===== src/core/ccsr_pkg.sv =====
// Shared constants, types and carriers of the core special register block.
// Assumes a single synchronous core clock; holds definitions only.
package ccsr_pkg;

  // ****************************************************************
  // Special register addresses
  // ****************************************************************
  localparam logic [7:0] CCSR_ADDR_SP  = 8'h81;  // Stack top pointer
  localparam logic [7:0] CCSR_ADDR_DPL = 8'h82;  // Data pointer low byte
  localparam logic [7:0] CCSR_ADDR_DPH = 8'h83;  // Data pointer high byte
  localparam logic [7:0] CCSR_ADDR_PSW = 8'hD0;  // Processor flags word
  localparam logic [7:0] CCSR_ADDR_ACC = 8'hE0;  // Primary operand
  localparam logic [7:0] CCSR_ADDR_B   = 8'hF0;  // Secondary operand

  // ****************************************************************
  // Reset values and write masks
  // ****************************************************************
  localparam logic [7:0] CCSR_RST_SP    = 8'h07;  // Stack starts below bank 1
  localparam logic [7:0] CCSR_RST_ZERO  = 8'h00;  // All other registers
  localparam logic [7:0] CCSR_MASK_ALL  = 8'hFF;  // Every bit writable
  localparam logic [7:0] CCSR_MASK_NONE = 8'h00;  // No hardware update
  localparam logic [7:0] CCSR_PSW_WMASK = 8'hFE;  // Parity bit is read only

  // ****************************************************************
  // Flags word field positions
  // ****************************************************************
  localparam int CCSR_CY_BIT  = 7;  // Carry flag
  localparam int CCSR_AC_BIT  = 6;  // Half carry flag
  localparam int CCSR_UF0_BIT = 5;  // User flag zero
  localparam int CCSR_BSH_BIT = 4;  // Bank select high
  localparam int CCSR_BSL_BIT = 3;  // Bank select low
  localparam int CCSR_OV_BIT  = 2;  // Range error flag
  localparam int CCSR_UF1_BIT = 1;  // User flag one
  localparam int CCSR_PAR_BIT = 0;  // Parity flag

  localparam int CCSR_BIT_LSB_W = 3;  // Bit addressable: low three address bits zero
  localparam int CCSR_BANK_SHIFT = 3; // Eight bytes per working bank

  // ****************************************************************
  // Arithmetic operations
  // ****************************************************************
  typedef enum logic [2:0] {
    CCSR_OP_SUM,
    CCSR_OP_SUM_WITH_CARRY,
    CCSR_OP_DIFF_WITH_BORROW,
    CCSR_OP_PRODUCT,
    CCSR_OP_QUOTIENT
  } ccsr_op_kind_t;

  // ****************************************************************
  // Carriers
  // ****************************************************************
  typedef struct packed {
    logic       rd;       // Read strobe
    logic       wr;       // Write strobe
    logic       bit_op;   // Single bit access
    logic [7:0] addr;     // Special register address
    logic [2:0] bit_pos;  // Bit within the byte
    logic [7:0] wdata;    // Byte data, or bit value in bit 0
  } ccsr_sfr_req_t;

  typedef struct packed {
    logic          valid;    // Operation completes this cycle
    ccsr_op_kind_t kind;     // Which operation
    logic [7:0]    operand;  // Second operand of sum and difference
  } ccsr_arith_req_t;

  typedef struct packed {
    logic       push;  // Store a byte on the stack
    logic       pop;   // Remove a byte from the stack
    logic [7:0] data;  // Byte to store
  } ccsr_stack_req_t;

  typedef struct packed {
    logic       wr;    // Memory write strobe
    logic       rd;    // Memory read strobe
    logic [7:0] addr;  // Data memory location
    logic [7:0] data;  // Byte to write
  } ccsr_stack_out_t;

  typedef struct packed {
    logic cy;  // Carry or borrow
    logic ac;  // Nibble carry or borrow
    logic ov;  // Range error
  } ccsr_flags_t;

  typedef struct packed {
    logic [15:0] data_pointer_pair;  // Data pointer pair
    logic [7:0]  sp;    // Stack top pointer
    logic [7:0]  processor_flags_word;   // Processor flags word
    logic [7:0]  acc;   // Primary operand
    logic [7:0]  b;     // Secondary operand
  } ccsr_view_t;

endpackage


===== src/core/ccsr_sfr_reg.sv =====
// One special register with byte and single bit software writes.
// Assumes the owner merges hardware updates through hw_mask and hw_val.
`timescale 1ns/1ps
module ccsr_sfr_reg
  import ccsr_pkg::*;
#(
  parameter logic [7:0] ADDR  = 8'h00,
  parameter logic [7:0] RESET = 8'h00,
  parameter logic [7:0] WMASK = 8'hFF
)
(
  input  logic          sys_clk,
  input  logic          arst_n,
  input  ccsr_sfr_req_t req,
  input  logic [7:0]    hw_mask,
  input  logic [7:0]    hw_val,
  output logic          hit,
  output logic [7:0]    d,
  output logic [7:0]    q
);

  // Bit access only where the address ends in 0 or 8
  localparam logic BITABLE = (ADDR[CCSR_BIT_LSB_W-1:0] == '0);

  logic [7:0] onehot;    // Selected bit
  logic       byte_we;   // Whole byte write
  logic       bit_we;    // Single bit write
  logic [7:0] sw_val;    // Value after software write

  assign hit     = (req.addr == ADDR);
  assign onehot  = 8'h01 << req.bit_pos;
  assign byte_we = req.wr & ~req.bit_op & hit;
  assign bit_we  = req.wr & req.bit_op & hit & BITABLE;
  assign sw_val  = byte_we ? ((q & ~WMASK) | (req.wdata & WMASK)) :
                   bit_we  ? ((q & ~(onehot & WMASK)) | ({8{req.wdata[0]}} & onehot & WMASK)) :
                   q;
  // Hardware updates win over software in the same cycle
  assign d       = (sw_val & ~hw_mask) | (hw_val & hw_mask);

  // ****************************************************************
  // Storage
  // ****************************************************************
  always_ff @(posedge sys_clk or negedge arst_n)
  begin
    if (!arst_n)
      q <= RESET;
    else
      q <= d;
  end

endmodule


===== src/core/ccsr_arith.sv =====
// Result and flag computation for sum, difference, product and quotient.
// Purely combinational; the caller decides when results are taken.
`timescale 1ns/1ps
module ccsr_arith
  import ccsr_pkg::*;
(
  input  ccsr_op_kind_t kind,
  input  logic [7:0]    a,
  input  logic [7:0]    b,
  input  logic          cin,
  output logic [7:0]    res_lo,
  output logic [7:0]    res_hi,
  output ccsr_flags_t   flags
);

  logic [8:0]  sum9;   // Sum with carry out
  logic [4:0]  nib_s;  // Low nibble sum
  logic [8:0]  dif9;   // Difference with borrow out
  logic [4:0]  nib_d;  // Low nibble difference
  logic [15:0] prod;   // Full product
  logic        cadd;   // Carry in used by the operation
  logic        bz;     // Divisor is zero

  assign cadd  = (kind == CCSR_OP_SUM) ? 1'b0 : cin;
  assign sum9  = {1'b0, a} + {1'b0, b} + {8'h00, cadd};
  assign nib_s = {1'b0, a[3:0]} + {1'b0, b[3:0]} + {4'h0, cadd};
  assign dif9  = {1'b0, a} - {1'b0, b} - {8'h00, cin};
  assign nib_d = {1'b0, a[3:0]} - {1'b0, b[3:0]} - {4'h0, cin};
  assign prod  = {8'h00, a} * {8'h00, b};
  assign bz    = (b == 8'h00);

  // ****************************************************************
  // Operation select
  // ****************************************************************
  always_comb
  begin
    res_lo = a;
    res_hi = b;
    flags  = '0;
    unique case (kind)
      CCSR_OP_SUM, CCSR_OP_SUM_WITH_CARRY:
      begin
        res_lo   = sum9[7:0];
        flags.cy = sum9[8];
        flags.ac = nib_s[4];
        flags.ov = (a[7] == b[7]) && (sum9[7] != a[7]);
      end
      CCSR_OP_DIFF_WITH_BORROW:
      begin
        res_lo   = dif9[7:0];
        flags.cy = dif9[8];
        flags.ac = nib_d[4];
        flags.ov = (a[7] != b[7]) && (dif9[7] != a[7]);
      end
      CCSR_OP_PRODUCT:
      begin
        res_lo   = prod[7:0];
        res_hi   = prod[15:8];
        flags.ov = (prod[15:8] != 8'h00);
      end
      CCSR_OP_QUOTIENT:
      begin
        // Zero divisor leaves both operands untouched
        res_lo   = bz ? a : a / b;
        res_hi   = bz ? b : a % b;
        flags.ov = bz;
      end
      default:
      begin
        // Illegal code: no result, flags clear
        res_lo = a;
      end
    endcase
  end

endmodule


===== src/core/ccsr_core.sv =====
// Core special registers: data pointer, stack top pointer, flags word,
// primary and secondary operand, with byte and bit access.
// Assumes the instruction sequencer drives one request per kind per cycle.
`timescale 1ns/1ps

// What this block does
// - Data pointer low byte at 0x82, reset zero
// - Data pointer high byte at 0x83, reset zero
// - Stack store increments pointer, then writes
// - Stack top pointer at 0x81 resets 0x07
// - Carry flag from carry or borrow
// - Half carry from low nibble carry/borrow
// - Two user flags, software only
// - Bank select bits choose working bank
// - Signed overflow on sum or difference
// - Overflow when product exceeds 255
// - Overflow on zero divisor
// - Overflow cleared when condition absent
// - Parity bit is read only
// - Primary operand at 0xE0, bit addressable
// - Secondary operand at 0xF0, bit addressable
// - Unassigned addresses are reserved
// - Bit access only at addresses ending 0/8
module ccsr_core
  import ccsr_pkg::*;
(
  input  logic            sys_clk,
  input  logic            arst_n,
  input  ccsr_sfr_req_t   sfr_req,
  input  ccsr_arith_req_t arith_req,
  input  ccsr_stack_req_t stack_req,
  output logic [7:0]      rdata_q,
  output logic            rvalid_q,
  output logic            access_err_q,
  output ccsr_stack_out_t stack_out_q,
  output logic [7:0]      bank_base_q,
  output ccsr_view_t      core_view
);

  // ****************************************************************
  // Register outputs and next values
  // ****************************************************************
  logic [7:0] sp_q;     // Stack top pointer
  logic [7:0] dpl_q;    // Data pointer low
  logic [7:0] dph_q;    // Data pointer high
  logic [7:0] psw_q;    // Flags word
  logic [7:0] acc_q;    // Primary operand
  logic [7:0] b_q;      // Secondary operand
  // Parity and bank base read next values,
  // so neither lags its register
  logic [7:0] psw_d;    // Next flags word
  logic [7:0] acc_d;    // Next primary operand

  // Address hits, one per register
  logic       hit_sp;
  logic       hit_dpl;
  logic       hit_dph;
  logic       hit_psw;
  logic       hit_acc;
  logic       hit_b;

  // ****************************************************************
  // Arithmetic unit
  // ****************************************************************
  logic        arith_go;      // Operation completes now
  logic        arith_wide;    // Operation also writes the secondary operand
  logic [7:0]  arith_b;       // Second operand fed to the unit
  logic [7:0]  arith_lo;      // Result for the primary operand
  logic [7:0]  arith_hi;      // Result for the secondary operand
  ccsr_flags_t arith_flags;   // Flags produced

  assign arith_go   = arith_req.valid;
  // Product and quotient take the secondary register as operand
  assign arith_wide = (arith_req.kind == CCSR_OP_PRODUCT) ||
                      (arith_req.kind == CCSR_OP_QUOTIENT);
  assign arith_b    = arith_wide ? b_q : arith_req.operand;

  // Purely combinational unit: no stall,
  // so operations may run back to back
  ccsr_arith u_arith
  (
    .kind   (arith_req.kind),
    .a      (acc_q),
    .b      (arith_b),
    .cin    (psw_q[CCSR_CY_BIT]),
    .res_lo (arith_lo),
    .res_hi (arith_hi),
    .flags  (arith_flags)
  );

  // ****************************************************************
  // Hardware update terms
  // ****************************************************************
  logic [7:0] acc_hw_mask;   // Primary operand written by arithmetic
  logic [7:0] b_hw_mask;     // Secondary operand written by product/quotient
  logic [7:0] psw_hw_mask;   // Flag bits owned by hardware this cycle
  logic [7:0] psw_hw_val;    // Their new values
  logic [7:0] flag_mask;     // Carry, half carry and range error positions
  logic [7:0] flag_val;      // Arithmetic flag values in place
  logic [7:0] par_mask;      // Parity position
  logic       parity_next;   // Parity of the next primary operand
  logic       do_push;       // Stack store taken
  logic       do_pop;        // Stack remove taken
  logic [7:0] sp_hw_mask;    // Stack top pointer written by hardware
  logic [7:0] sp_hw_val;     // Its new value
  logic [7:0] sp_inc;        // Pointer after increment
  logic [7:0] sp_dec;        // Pointer after decrement

  assign acc_hw_mask = arith_go ? CCSR_MASK_ALL : CCSR_MASK_NONE;
  assign b_hw_mask   = (arith_go && arith_wide) ? CCSR_MASK_ALL : CCSR_MASK_NONE;

  // Hardware and software may meet in one
  // cycle; hardware owns the shared bits
  // Flag positions; user flags and bank select stay out of this mask
  assign flag_mask   = (8'h01 << CCSR_CY_BIT) | (8'h01 << CCSR_AC_BIT) |
                       (8'h01 << CCSR_OV_BIT);
  assign flag_val    = ({7'h00, arith_flags.cy} << CCSR_CY_BIT) |
                       ({7'h00, arith_flags.ac} << CCSR_AC_BIT) |
                       ({7'h00, arith_flags.ov} << CCSR_OV_BIT);
  assign par_mask    = 8'h01 << CCSR_PAR_BIT;

  // Parity follows the operand's next value, so it never lags a cycle
  assign parity_next = ^acc_d;

  assign psw_hw_mask = (arith_go ? flag_mask : CCSR_MASK_NONE) | par_mask;
  assign psw_hw_val  = flag_val | ({7'h00, parity_next} << CCSR_PAR_BIT);

  // Pointer wraps modulo 256 both ways;
  // stack bounds are the program's task
  // Push wins if both strobes arrive together
  assign do_push     = stack_req.push;
  assign do_pop      = stack_req.pop & ~stack_req.push;
  assign sp_inc      = sp_q + 8'h01;
  assign sp_dec      = sp_q - 8'h01;
  assign sp_hw_mask  = (do_push || do_pop) ? CCSR_MASK_ALL : CCSR_MASK_NONE;
  assign sp_hw_val   = do_push ? sp_inc : sp_dec;

  // ****************************************************************
  // Register instances
  // ****************************************************************
  // Byte-only registers drop bit writes,
  // so a refused access cannot corrupt them
  // Stack top pointer
  ccsr_sfr_reg #(
    .ADDR  (CCSR_ADDR_SP),
    .RESET (CCSR_RST_SP),
    .WMASK (CCSR_MASK_ALL)
  ) u_sp
  (
    .sys_clk (sys_clk),
    .arst_n  (arst_n),
    .req     (sfr_req),
    .hw_mask (sp_hw_mask),
    .hw_val  (sp_hw_val),
    .hit     (hit_sp),
    .d       (),
    .q       (sp_q)
  );

  // Data pointer low byte
  ccsr_sfr_reg #(
    .ADDR  (CCSR_ADDR_DPL),
    .RESET (CCSR_RST_ZERO),
    .WMASK (CCSR_MASK_ALL)
  ) u_dpl
  (
    .sys_clk (sys_clk),
    .arst_n  (arst_n),
    .req     (sfr_req),
    .hw_mask (CCSR_MASK_NONE),
    .hw_val  (CCSR_RST_ZERO),
    .hit     (hit_dpl),
    .d       (),
    .q       (dpl_q)
  );

  // Data pointer high byte
  ccsr_sfr_reg #(
    .ADDR  (CCSR_ADDR_DPH),
    .RESET (CCSR_RST_ZERO),
    .WMASK (CCSR_MASK_ALL)
  ) u_dph
  (
    .sys_clk (sys_clk),
    .arst_n  (arst_n),
    .req     (sfr_req),
    .hw_mask (CCSR_MASK_NONE),
    .hw_val  (CCSR_RST_ZERO),
    .hit     (hit_dph),
    .d       (),
    .q       (dph_q)
  );

  // Flags word; the write mask keeps software off the parity bit
  ccsr_sfr_reg #(
    .ADDR  (CCSR_ADDR_PSW),
    .RESET (CCSR_RST_ZERO),
    .WMASK (CCSR_PSW_WMASK)
  ) u_psw
  (
    .sys_clk (sys_clk),
    .arst_n  (arst_n),
    .req     (sfr_req),
    .hw_mask (psw_hw_mask),
    .hw_val  (psw_hw_val),
    .hit     (hit_psw),
    .d       (psw_d),
    .q       (psw_q)
  );

  // Primary operand
  ccsr_sfr_reg #(
    .ADDR  (CCSR_ADDR_ACC),
    .RESET (CCSR_RST_ZERO),
    .WMASK (CCSR_MASK_ALL)
  ) u_acc
  (
    .sys_clk (sys_clk),
    .arst_n  (arst_n),
    .req     (sfr_req),
    .hw_mask (acc_hw_mask),
    .hw_val  (arith_lo),
    .hit     (hit_acc),
    .d       (acc_d),
    .q       (acc_q)
  );

  // Secondary operand
  ccsr_sfr_reg #(
    .ADDR  (CCSR_ADDR_B),
    .RESET (CCSR_RST_ZERO),
    .WMASK (CCSR_MASK_ALL)
  ) u_b
  (
    .sys_clk (sys_clk),
    .arst_n  (arst_n),
    .req     (sfr_req),
    .hw_mask (b_hw_mask),
    .hw_val  (arith_hi),
    .hit     (hit_b),
    .d       (),
    .q       (b_q)
  );

  // ****************************************************************
  // Read path and access checks
  // ****************************************************************
  logic       any_hit;     // Address names a defined register
  logic       bitable;     // Address allows single bit access
  logic       access;      // Any read or write this cycle
  logic       bad_bit;     // Bit access to a byte-only register
  logic [7:0] rd_byte;     // Selected register value
  logic [7:0] rd_bit;      // Selected bit, in bit 0
  logic [7:0] rd_val;      // Value returned

  assign any_hit = hit_sp | hit_dpl | hit_dph | hit_psw | hit_acc | hit_b;
  assign bitable = (sfr_req.addr[CCSR_BIT_LSB_W-1:0] == '0);
  assign access  = sfr_req.rd | sfr_req.wr;
  assign bad_bit = sfr_req.bit_op & ~bitable;

  // Bit reads return the bit in bit 0;
  // byte-only registers answer them with zero
  // Reserved addresses read zero, so no stale value leaks out
  assign rd_byte = hit_sp  ? sp_q  :
                   hit_dpl ? dpl_q :
                   hit_dph ? dph_q :
                   hit_psw ? psw_q :
                   hit_acc ? acc_q :
                   hit_b   ? b_q   :
                   8'h00;
  assign rd_bit  = {7'h00, rd_byte[sfr_req.bit_pos]};
  assign rd_val  = !sfr_req.bit_op ? rd_byte :
                   bitable         ? rd_bit  :
                   8'h00;

  // Read data lands one cycle after the strobe
  always_ff @(posedge sys_clk or negedge arst_n)
  begin
    if (!arst_n)
    begin
      rdata_q  <= 8'h00;
      rvalid_q <= 1'b0;
    end
    else
    begin
      rdata_q  <= sfr_req.rd ? rd_val : 8'h00;
      rvalid_q <= sfr_req.rd;
    end
  end

  // Flags an access that the hardware ignored; a pulse per access
  // Reserved writes dropped, leaving room
  // for later variants of the register map
  always_ff @(posedge sys_clk or negedge arst_n)
  begin
    if (!arst_n)
      access_err_q <= 1'b0;
    else
      access_err_q <= access & (~any_hit | bad_bit);
  end

  // ****************************************************************
  // Stack memory strobes
  // ****************************************************************
  // Push addresses the incremented pointer, never the old one
  always_ff @(posedge sys_clk or negedge arst_n)
  begin
    if (!arst_n)
      stack_out_q <= '0;
    else
    begin
      stack_out_q.wr   <= do_push;
      stack_out_q.rd   <= do_pop;
      stack_out_q.addr <= do_push ? sp_inc : sp_q;
      stack_out_q.data <= do_push ? stack_req.data : 8'h00;
    end
  end

  // ****************************************************************
  // Working bank base
  // ****************************************************************
  // Taken from the next flags word, so it moves with the register
  // Registered, so the output is a flop
  always_ff @(posedge sys_clk or negedge arst_n)
  begin
    if (!arst_n)
      bank_base_q <= 8'h00;
    else
      bank_base_q <= {3'b000, psw_d[CCSR_BSH_BIT:CCSR_BSL_BIT], 3'b000};
  end

  // ****************************************************************
  // Architectural view
  // ****************************************************************
  // All fields come straight from register flip-flops
  // Wiring only; adds no delay to the flops
  assign core_view.data_pointer_pair = {dph_q, dpl_q};
  assign core_view.sp   = sp_q;
  assign core_view.processor_flags_word  = psw_q;
  assign core_view.acc  = acc_q;
  assign core_view.b    = b_q;

endmodule


===== config.mk =====
export PLATFORM = sky130hd
export DESIGN_NAME = ccsr_core
export DESIGN_NICKNAME = d
export VERILOG_FILES = /design/src/core/ccsr_pkg.sv /design/src/core/ccsr_sfr_reg.sv /design/src/core/ccsr_arith.sv /design/src/core/ccsr_core.sv
export SDC_FILE = /design/constraint.sdc
export NUM_CORES = 1
export LEC_CHECK = 0
export BUFFER_PORTS_ARGS = -buffer_cell sky130_fd_sc_hd__buf_2
export CORE_MARGIN = 1
export CORE_UTILIZATION = 24
export CTS_CLUSTER_SIZE = 20
export DETAILED_ROUTE_END_ITERATION = 7
export PLACE_DENSITY = 0.5
export SYNTH_ARGS = -nofsm -noshare
export SYNTH_HDL_FRONTEND = slang
export SYNTH_SLANG_ARGS = --single-unit
export TNS_END_PERCENT = 50

===== constraint.sdc =====
create_clock -name sys_clk -period 15.41 [get_ports sys_clk]
set_input_delay 1.541 -clock sys_clk [delete_from_list [all_inputs] [get_ports sys_clk]]
set_output_delay 1.541 -clock sys_clk [all_outputs]
set_load 0.005 [all_outputs]

# Yosys cells after proc, flatten, opt, wreduce, memory -nomap -nowiden
# Index checks and enable logic that the tools add are counted.
# totals
register_bits	78
inputBits	46
out_inout_bits	84
word_cells	141
# op_classes
add_sub_neg	10
mul	1
div_mod_pow	2
order_cmp	1
n_eq_ne	14
n_shift	1
mux	33
bitwise	54
reduce_logical	11
# ops
cell	n
$mux W8	25
$and A8 B8 Y8	12
$or A8 B8 Y8	7
$eq A8 B8 Y1 const B	6
$not A8 Y8	6
$pmux W8 S4	1
$mul A8 B8 Y16	1
$pmux W8 S2	1
$and A1 B1 Y1	14
$add A8 B8 Y9	1
$add A9 B1 Y9	1
$sub A8 B8 Y9	1
$sub A9 B1 Y9	1
$add A8 B1 Y8 const B	1
$div A8 B8 Y8	1
$logic_not A8 Y1	1
$mod A8 B8 Y8	1
$or A1 B8 Y8	1
$or A8 B1 Y8	1
$or A8 B3 Y8	1
$or A8 B7 Y8	1
$reduce_bool A8 Y1	1
$reduce_xor A8 Y1	1
$shl A1 B3 Y8 const A	1
other kinds (21)	39

# Logic depth before layout (Yosys ltp)
# depth
ltp_word	12
depth_mapped	68
depth_no_buf	65

# By module
# Synthesis repeated with hierarchy kept, for this count alone.
# hier_totals
cells_unflattened	1196
area_unflattened_um2	10557.6
# modules_own_cells
module	instances	cells_per_inst	area_each_um2	seq_area_each_um2
ccsr_arith	1	681	5143.7	0.0
ccsr_core	1	215	2034.5	750.7
ccsr_sfr_reg at u_acc	1	66	651.9	200.2
ccsr_sfr_reg at u_b	1	66	630.6	200.2
ccsr_sfr_reg at u_psw	1	57	610.6	200.2
ccsr_sfr_reg at u_sp	1	37	500.5	203.9
ccsr_sfr_reg at u_dpl	1	37	496.7	200.2
ccsr_sfr_reg at u_dph	1	37	489.2	200.2

# Least setup slack after synthesis
# Ideal clock, no wire load.
# synth_timing
path_type	in2reg
from	input arith_req[8] (netlist bit)
to	register u_psw.q[0]
setup_time_ps	134
arrival_ps	14778
required_ps	15276
path_slack_ps	499
stages	60
n_path_buf	3
cell_sequence	buf_2 > or3b_1 > buf_2 > nand2_2 > mux2i_1 > inv_1 > nor2_1 > a21oi_1 > a21oi_1 > ha_1 > or4_1 > nand2_1 > a31oi_1 > nor3_1 > nor2_1 > ha_1 > nor2b_1 > o22ai_1 > [... 24 more ...] > ha_1 > and3_1 > a2111oi_0 > nor2b_1 > o21ai_1 > clkbuf_1 > mux2_2 > ha_1 > o21a_1 > o31ai_1 > a21oi_1 > o31ai_1 > nor2b_1 > nand2b_1 > a41oi_1 > xnor2_1 > xnor2_1 > xnor3_1
# synth_between
elab_chain_cells	12
word_cells_on_any_way	24
cone_classes	add/sub (4); mul (1); div (1); eq/ne (4); mux (4); bitwise (5); reduce/logical (5)
# synth_rtl
element	line_no	rtl
start: declaration	ccsr_core.sv:30	input ccsr_arith_req_t arith_req,
$eq A3 B2 Y1 or $eq A3 B3 Y1 (tied branches)	ccsr_arith.sv:40, ccsr_core.sv:74, ccsr_core.sv:75	
$logic_or A1 B1 Y1	ccsr_core.sv:74	assign arith_wide = (arith_req.kind == CCSR_OP_PRODUCT) ||
$mux W8	ccsr_core.sv:76	assign arith_b = arith_wide ? b_q : arith_req.operand;
$div A8 B8 Y8 (tied with other cells)	ccsr_arith.sv:64	res_lo = bz ? a : a / b;
$mux W8 (tied with other cells)	ccsr_arith.sv:64	
$pmux W8 S4 (*)	ccsr_arith.sv:40	unique case (kind)
$and A8 B8 Y8 (*)	ccsr_sfr_reg.sv:38	assign d = (sw_val & ~hw_mask) | (hw_val & hw_mask);
$or A8 B8 Y8 (*)	ccsr_sfr_reg.sv:38	
via acc_d[0]	ccsr_core.sv:52	logic [7:0] acc_d;
$reduce_xor A8 Y1 (*)	ccsr_core.sv:123	assign parity_next = ^acc_d;
via parity_next	ccsr_core.sv:101	logic parity_next;
$or A8 B1 Y8 (*)	ccsr_core.sv:126	assign psw_hw_val = flag_val | ({7'h00, parity_next} << CCSR_PAR_BIT);
$and A8 B8 Y8 (*)	ccsr_sfr_reg.sv:38	
$or A8 B8 Y8 (*)	ccsr_sfr_reg.sv:38	
end signal: assignment	ccsr_sfr_reg.sv:46	q <= RESET;
end signal: assignment	ccsr_sfr_reg.sv:48	q <= d;
end: declaration	ccsr_sfr_reg.sv:19	output logic [7:0] q
# The timed path passes the listed nets; every way through them passes the cells marked *.
# A chain may end at the register's enable or synchronous reset.

# Final worst setup path
# Ends and elaborated chain as after synthesis.

==> impl_results.md <==
- Status: completed
- Slowest CP cell: or3b_4
- Clock transition at path regs: ~60 ps
- Reg-to-reg endpoint: u_psw.q[0]$_DFF_PN0_
- Placeable Area: 0.0397 sq mm
- Final period util: about 94%
- Setup violations, final: 0
- Row count: 73
- # IOs: 130
- Post-Syn Area: between 0.009 and 0.01 sq mm
- Vias/cell: slightly above 5
- Filler cells: 4315
- Number of max-cap violations: 0
- Most used cell, CP: ha_1
- Final HPWL DP: around 28000 um
- Clk root buf: clkbuf_16
- CP Capture Type: flip-flop
- Final Skew: between 10 and 15 ps
- Synthesis-to-finish area growth: 16.4%
- Worst Path Max Fanout: 19
- Fmax: between 60 and 70 MHz
- Distinct cell type count after synthesis: between 80 and 90
- Detailed Routing Iterations Pass 1: 5
- Worst hold start: u_dph.q[6]$_DFFE_PN0P_
- Nets@finish: ~1500
- Req. time, crit path: roughly 16000 ps
- Global Route Usage Sum: 17.2%
- Post-synth EDFFs: 0
- Yosys top cell by area: dfrtp_1
- Max VDD drop: between 0.15 and 0.2 mV
- Syn Area/Cell: 8.02 sq um
- Ys flop type: dfrtp_1
- PwrDens: 251 mW/mm^2
- Clk_lat worst skew: 340 ps
- Arrival time worst endpoint: roughly 15000 ps
- Static leakage: roughly 5.2 nW
- Die Area: 0.0411 sq mm
- R2R Setup Slk: 2330 ps
- Startpoint Class: input port
- DRC: 0
- Total clock sinks: 76
- Routed Antenna Nets: 0
- Mapped Cells: between 1000 and 1500
- Largest net degree at the start of global routing: 77
- Flops & latches, synth: 76
- Ys async rst share: 100%
- GPL Wtd Cong: between 0.8 and 0.9
- Final Hold Viols: 0
- Final WL: between 30000 and 40000 um
- Worst hold stages: 2
- Fin Hold WS: ~510 ps
- Clock tree buffer depth: 2
- Hold EP: u_dph.q[6]$_DFFE_PN0P_
- Share of post-route cells with drive strength above 1: about 18%
- Ranking of synthesized cells by area: dfrtp_1 19%, ha_1 13%, fa_1 8.5%, nand2_1 4.9%, nor2_1 4.5%
- CTS tree: built
- Die width: 203 um
- Ys Warns: 0
- Slowest stage delay, CP: 480 ps
- Reg area: roughly 0.0019 sq mm
- PortBufs: 123
- Slew headroom: between 30% and 40%
- Global-route wire length before repair: about 55000 um
- Remaining Overflow, GRT: 0
- Share of the synthesized area in the top cell type: between 10% and 20%
- Multi-input logic area: 0.00713 sq mm
- Vias in the first global route: 8979
- Max Slew Vio Count: 0
- Worst R2R Path Depth: 59
- HP Class: flip-flop to flip-flop
- DR vias: roughly 9500
- CTS Hold Bufs: 0
- CTS HTree Levels: 3
- Worst-Margin Slew: slightly above 1000 ps
- Die Height: between 200 and 250 um
- Starting Density: 24.3%
- Setup TNS: 0 ps
- Sequential-to-total area share from yosys stat: between 10% and 20%
- Final min period: approximately 14000 ps
- Routed len/inst: 19.5 um
- Ant. Diodes: 0
- DR iter-0 viols: 810
- Initial antenna violation count: 1
- Critical path type: input port to flip-flop
- Total power: about 2.8 mW
- CTS Buf Count: 9
## layout by cell type, fill, tap and decap left out, types with 14 or more instances in the layout
master | Yosys | final
inv_1 | 101 | 101
o21ai_0 | 66 | 66
and2_1 | 14 | 14
buf_2 | 5 | 121
nand3_1 | 22 | 22
xnor2_1 | 38 | 38
nor2_1 | 115 | 114
mux2_2 | 23 | 22
nor3_1 | 27 | 27
a21oi_1 | 82 | 80
xor2_1 | 15 | 15
mux2i_1 | 18 | 16
buf_4 | 10 | 34
fa_1 | 41 | 41
nand2_1 | 125 | 125
nor2b_1 | 18 | 18
ha_1 | 100 | 99
dfrtp_1 | 73 | 73
## power by group
group | switching [mW] | internal [mW] | leakage [nW]
combinational | 1.38 | 0.906 | 4.11
sequential | 0.0944 | 0.241 | 0.940
clock | 0.0870 | 0.114 | 0.128
total | 1.56 | 1.26 | 5.18
## cells in the mapped netlist (all sizes together) (9+ instances only)
| library cell | count |
|---|---|
| nand2 | 126 |
| a31oi | 14 |
| and2 | 17 |
| mux2i | 18 |
| a21oi | 82 |
| nand2b | 13 |
| o21ai | 70 |
| buf | 22 |
| inv | 104 |
| mux2 | 23 |
| xor2 | 15 |
| nor3 | 29 |
| o31ai | 18 |
| dfrtp | 73 |
| nand3 | 22 |
| nand4 | 9 |
| a221oi | 13 |
| ha | 100 |
| nor2 | 115 |
| fa | 41 |
| xnor2 | 38 |
| clkbuf | 47 |
| nor2b | 18 |
| o211ai | 13 |
| o21a | 10 |
| o22ai | 12 |
## worst max path at each step
stage / from / depth (start not counted) / to
3_3_place_gp: arith_req[10] / 61 / flip-flop
4_1_cts: arith_req[10] / 61 / u_psw.q[0]$_DFF_PN0_
5_1_grt: arith_req[8] / 62 / u_psw.q[0]$_DFF_PN0_
2_1_floorplan: arith_req[8] / 60 / u_psw.q[0]$_DFF_PN0_
3_5_place_dp: arith_req[10] / 61 / u_psw.q[0]$_DFF_PN0_
6_report: arith_req[8] / 59 / u_psw.q[0]$_DFF_PN0_
## metal layers
layer	global-route usage, %	up-vias	share of wire (%)
met5	0	-	0
met4	4.54	0	2.3
met3	1.99	56	7.0
met2	28.4	407	47
met1	23.7	4588	44
li1	-	4430	-
## logic make-up (layout without fill, tap and decap cells)
kind of cell / after synthesis / count (layout) / synth area share (%)
AND/OR/NAND/NOR: 398 / 398 / 19.8
flip-flops: 76 / 76 / 19.7
multiplexers: 41 / 41 / 4.55
adder cells (fa/ha/maj): 141 / 141 / 21.4
AO/OA/AOI/OAI: 317 / 317 / 21.7
other: 1 / 6 / 0.0388
XOR/XNOR: 55 / 55 / 5.27
buffers and inverters: 175 / 278 / 7.51
## metrics by stage
step                util (%)  cells  setup slack [ps]  cell area, sq um
finish                  28.3   1837               967             11200
global route            28.3   1837             -37.2             11200
CTS                     28.0   1830               465             11100
detailed placement      27.3   1814               175             10800
global placement        27.3   1814               512             10800
floorplan                  -   1209               499              9680
## layout make-up
type	count	area share [%]
Multi-Input combinational cell	958	63.4
Sequential cell	76	16.9
Timing Repair Buffer	156	7.75
Tap cell	525	5.84
Inverter	106	3.56
Clock buffer	11	2.16
Clock inverter	5	0.323
## timing repair
| item | CTS | global route |
|---|---|---|
| setup endpoints to repair | 0 | 10 |
| setup buffers | 0 | 7 |
| gates resized for setup | 0 | 21 |
## critical path, delay by kind of cell
family | cells | cell delay, ps
mux | 4 | 1360
simple gates | 17 | 3560
fa+ha+maj | 7 | 2190
xor+xnor | 3 | 670
compound gates | 24 | 4740
buf+inv | 4 | 560
Note: power is estimated with default switching activity, not from simulation.
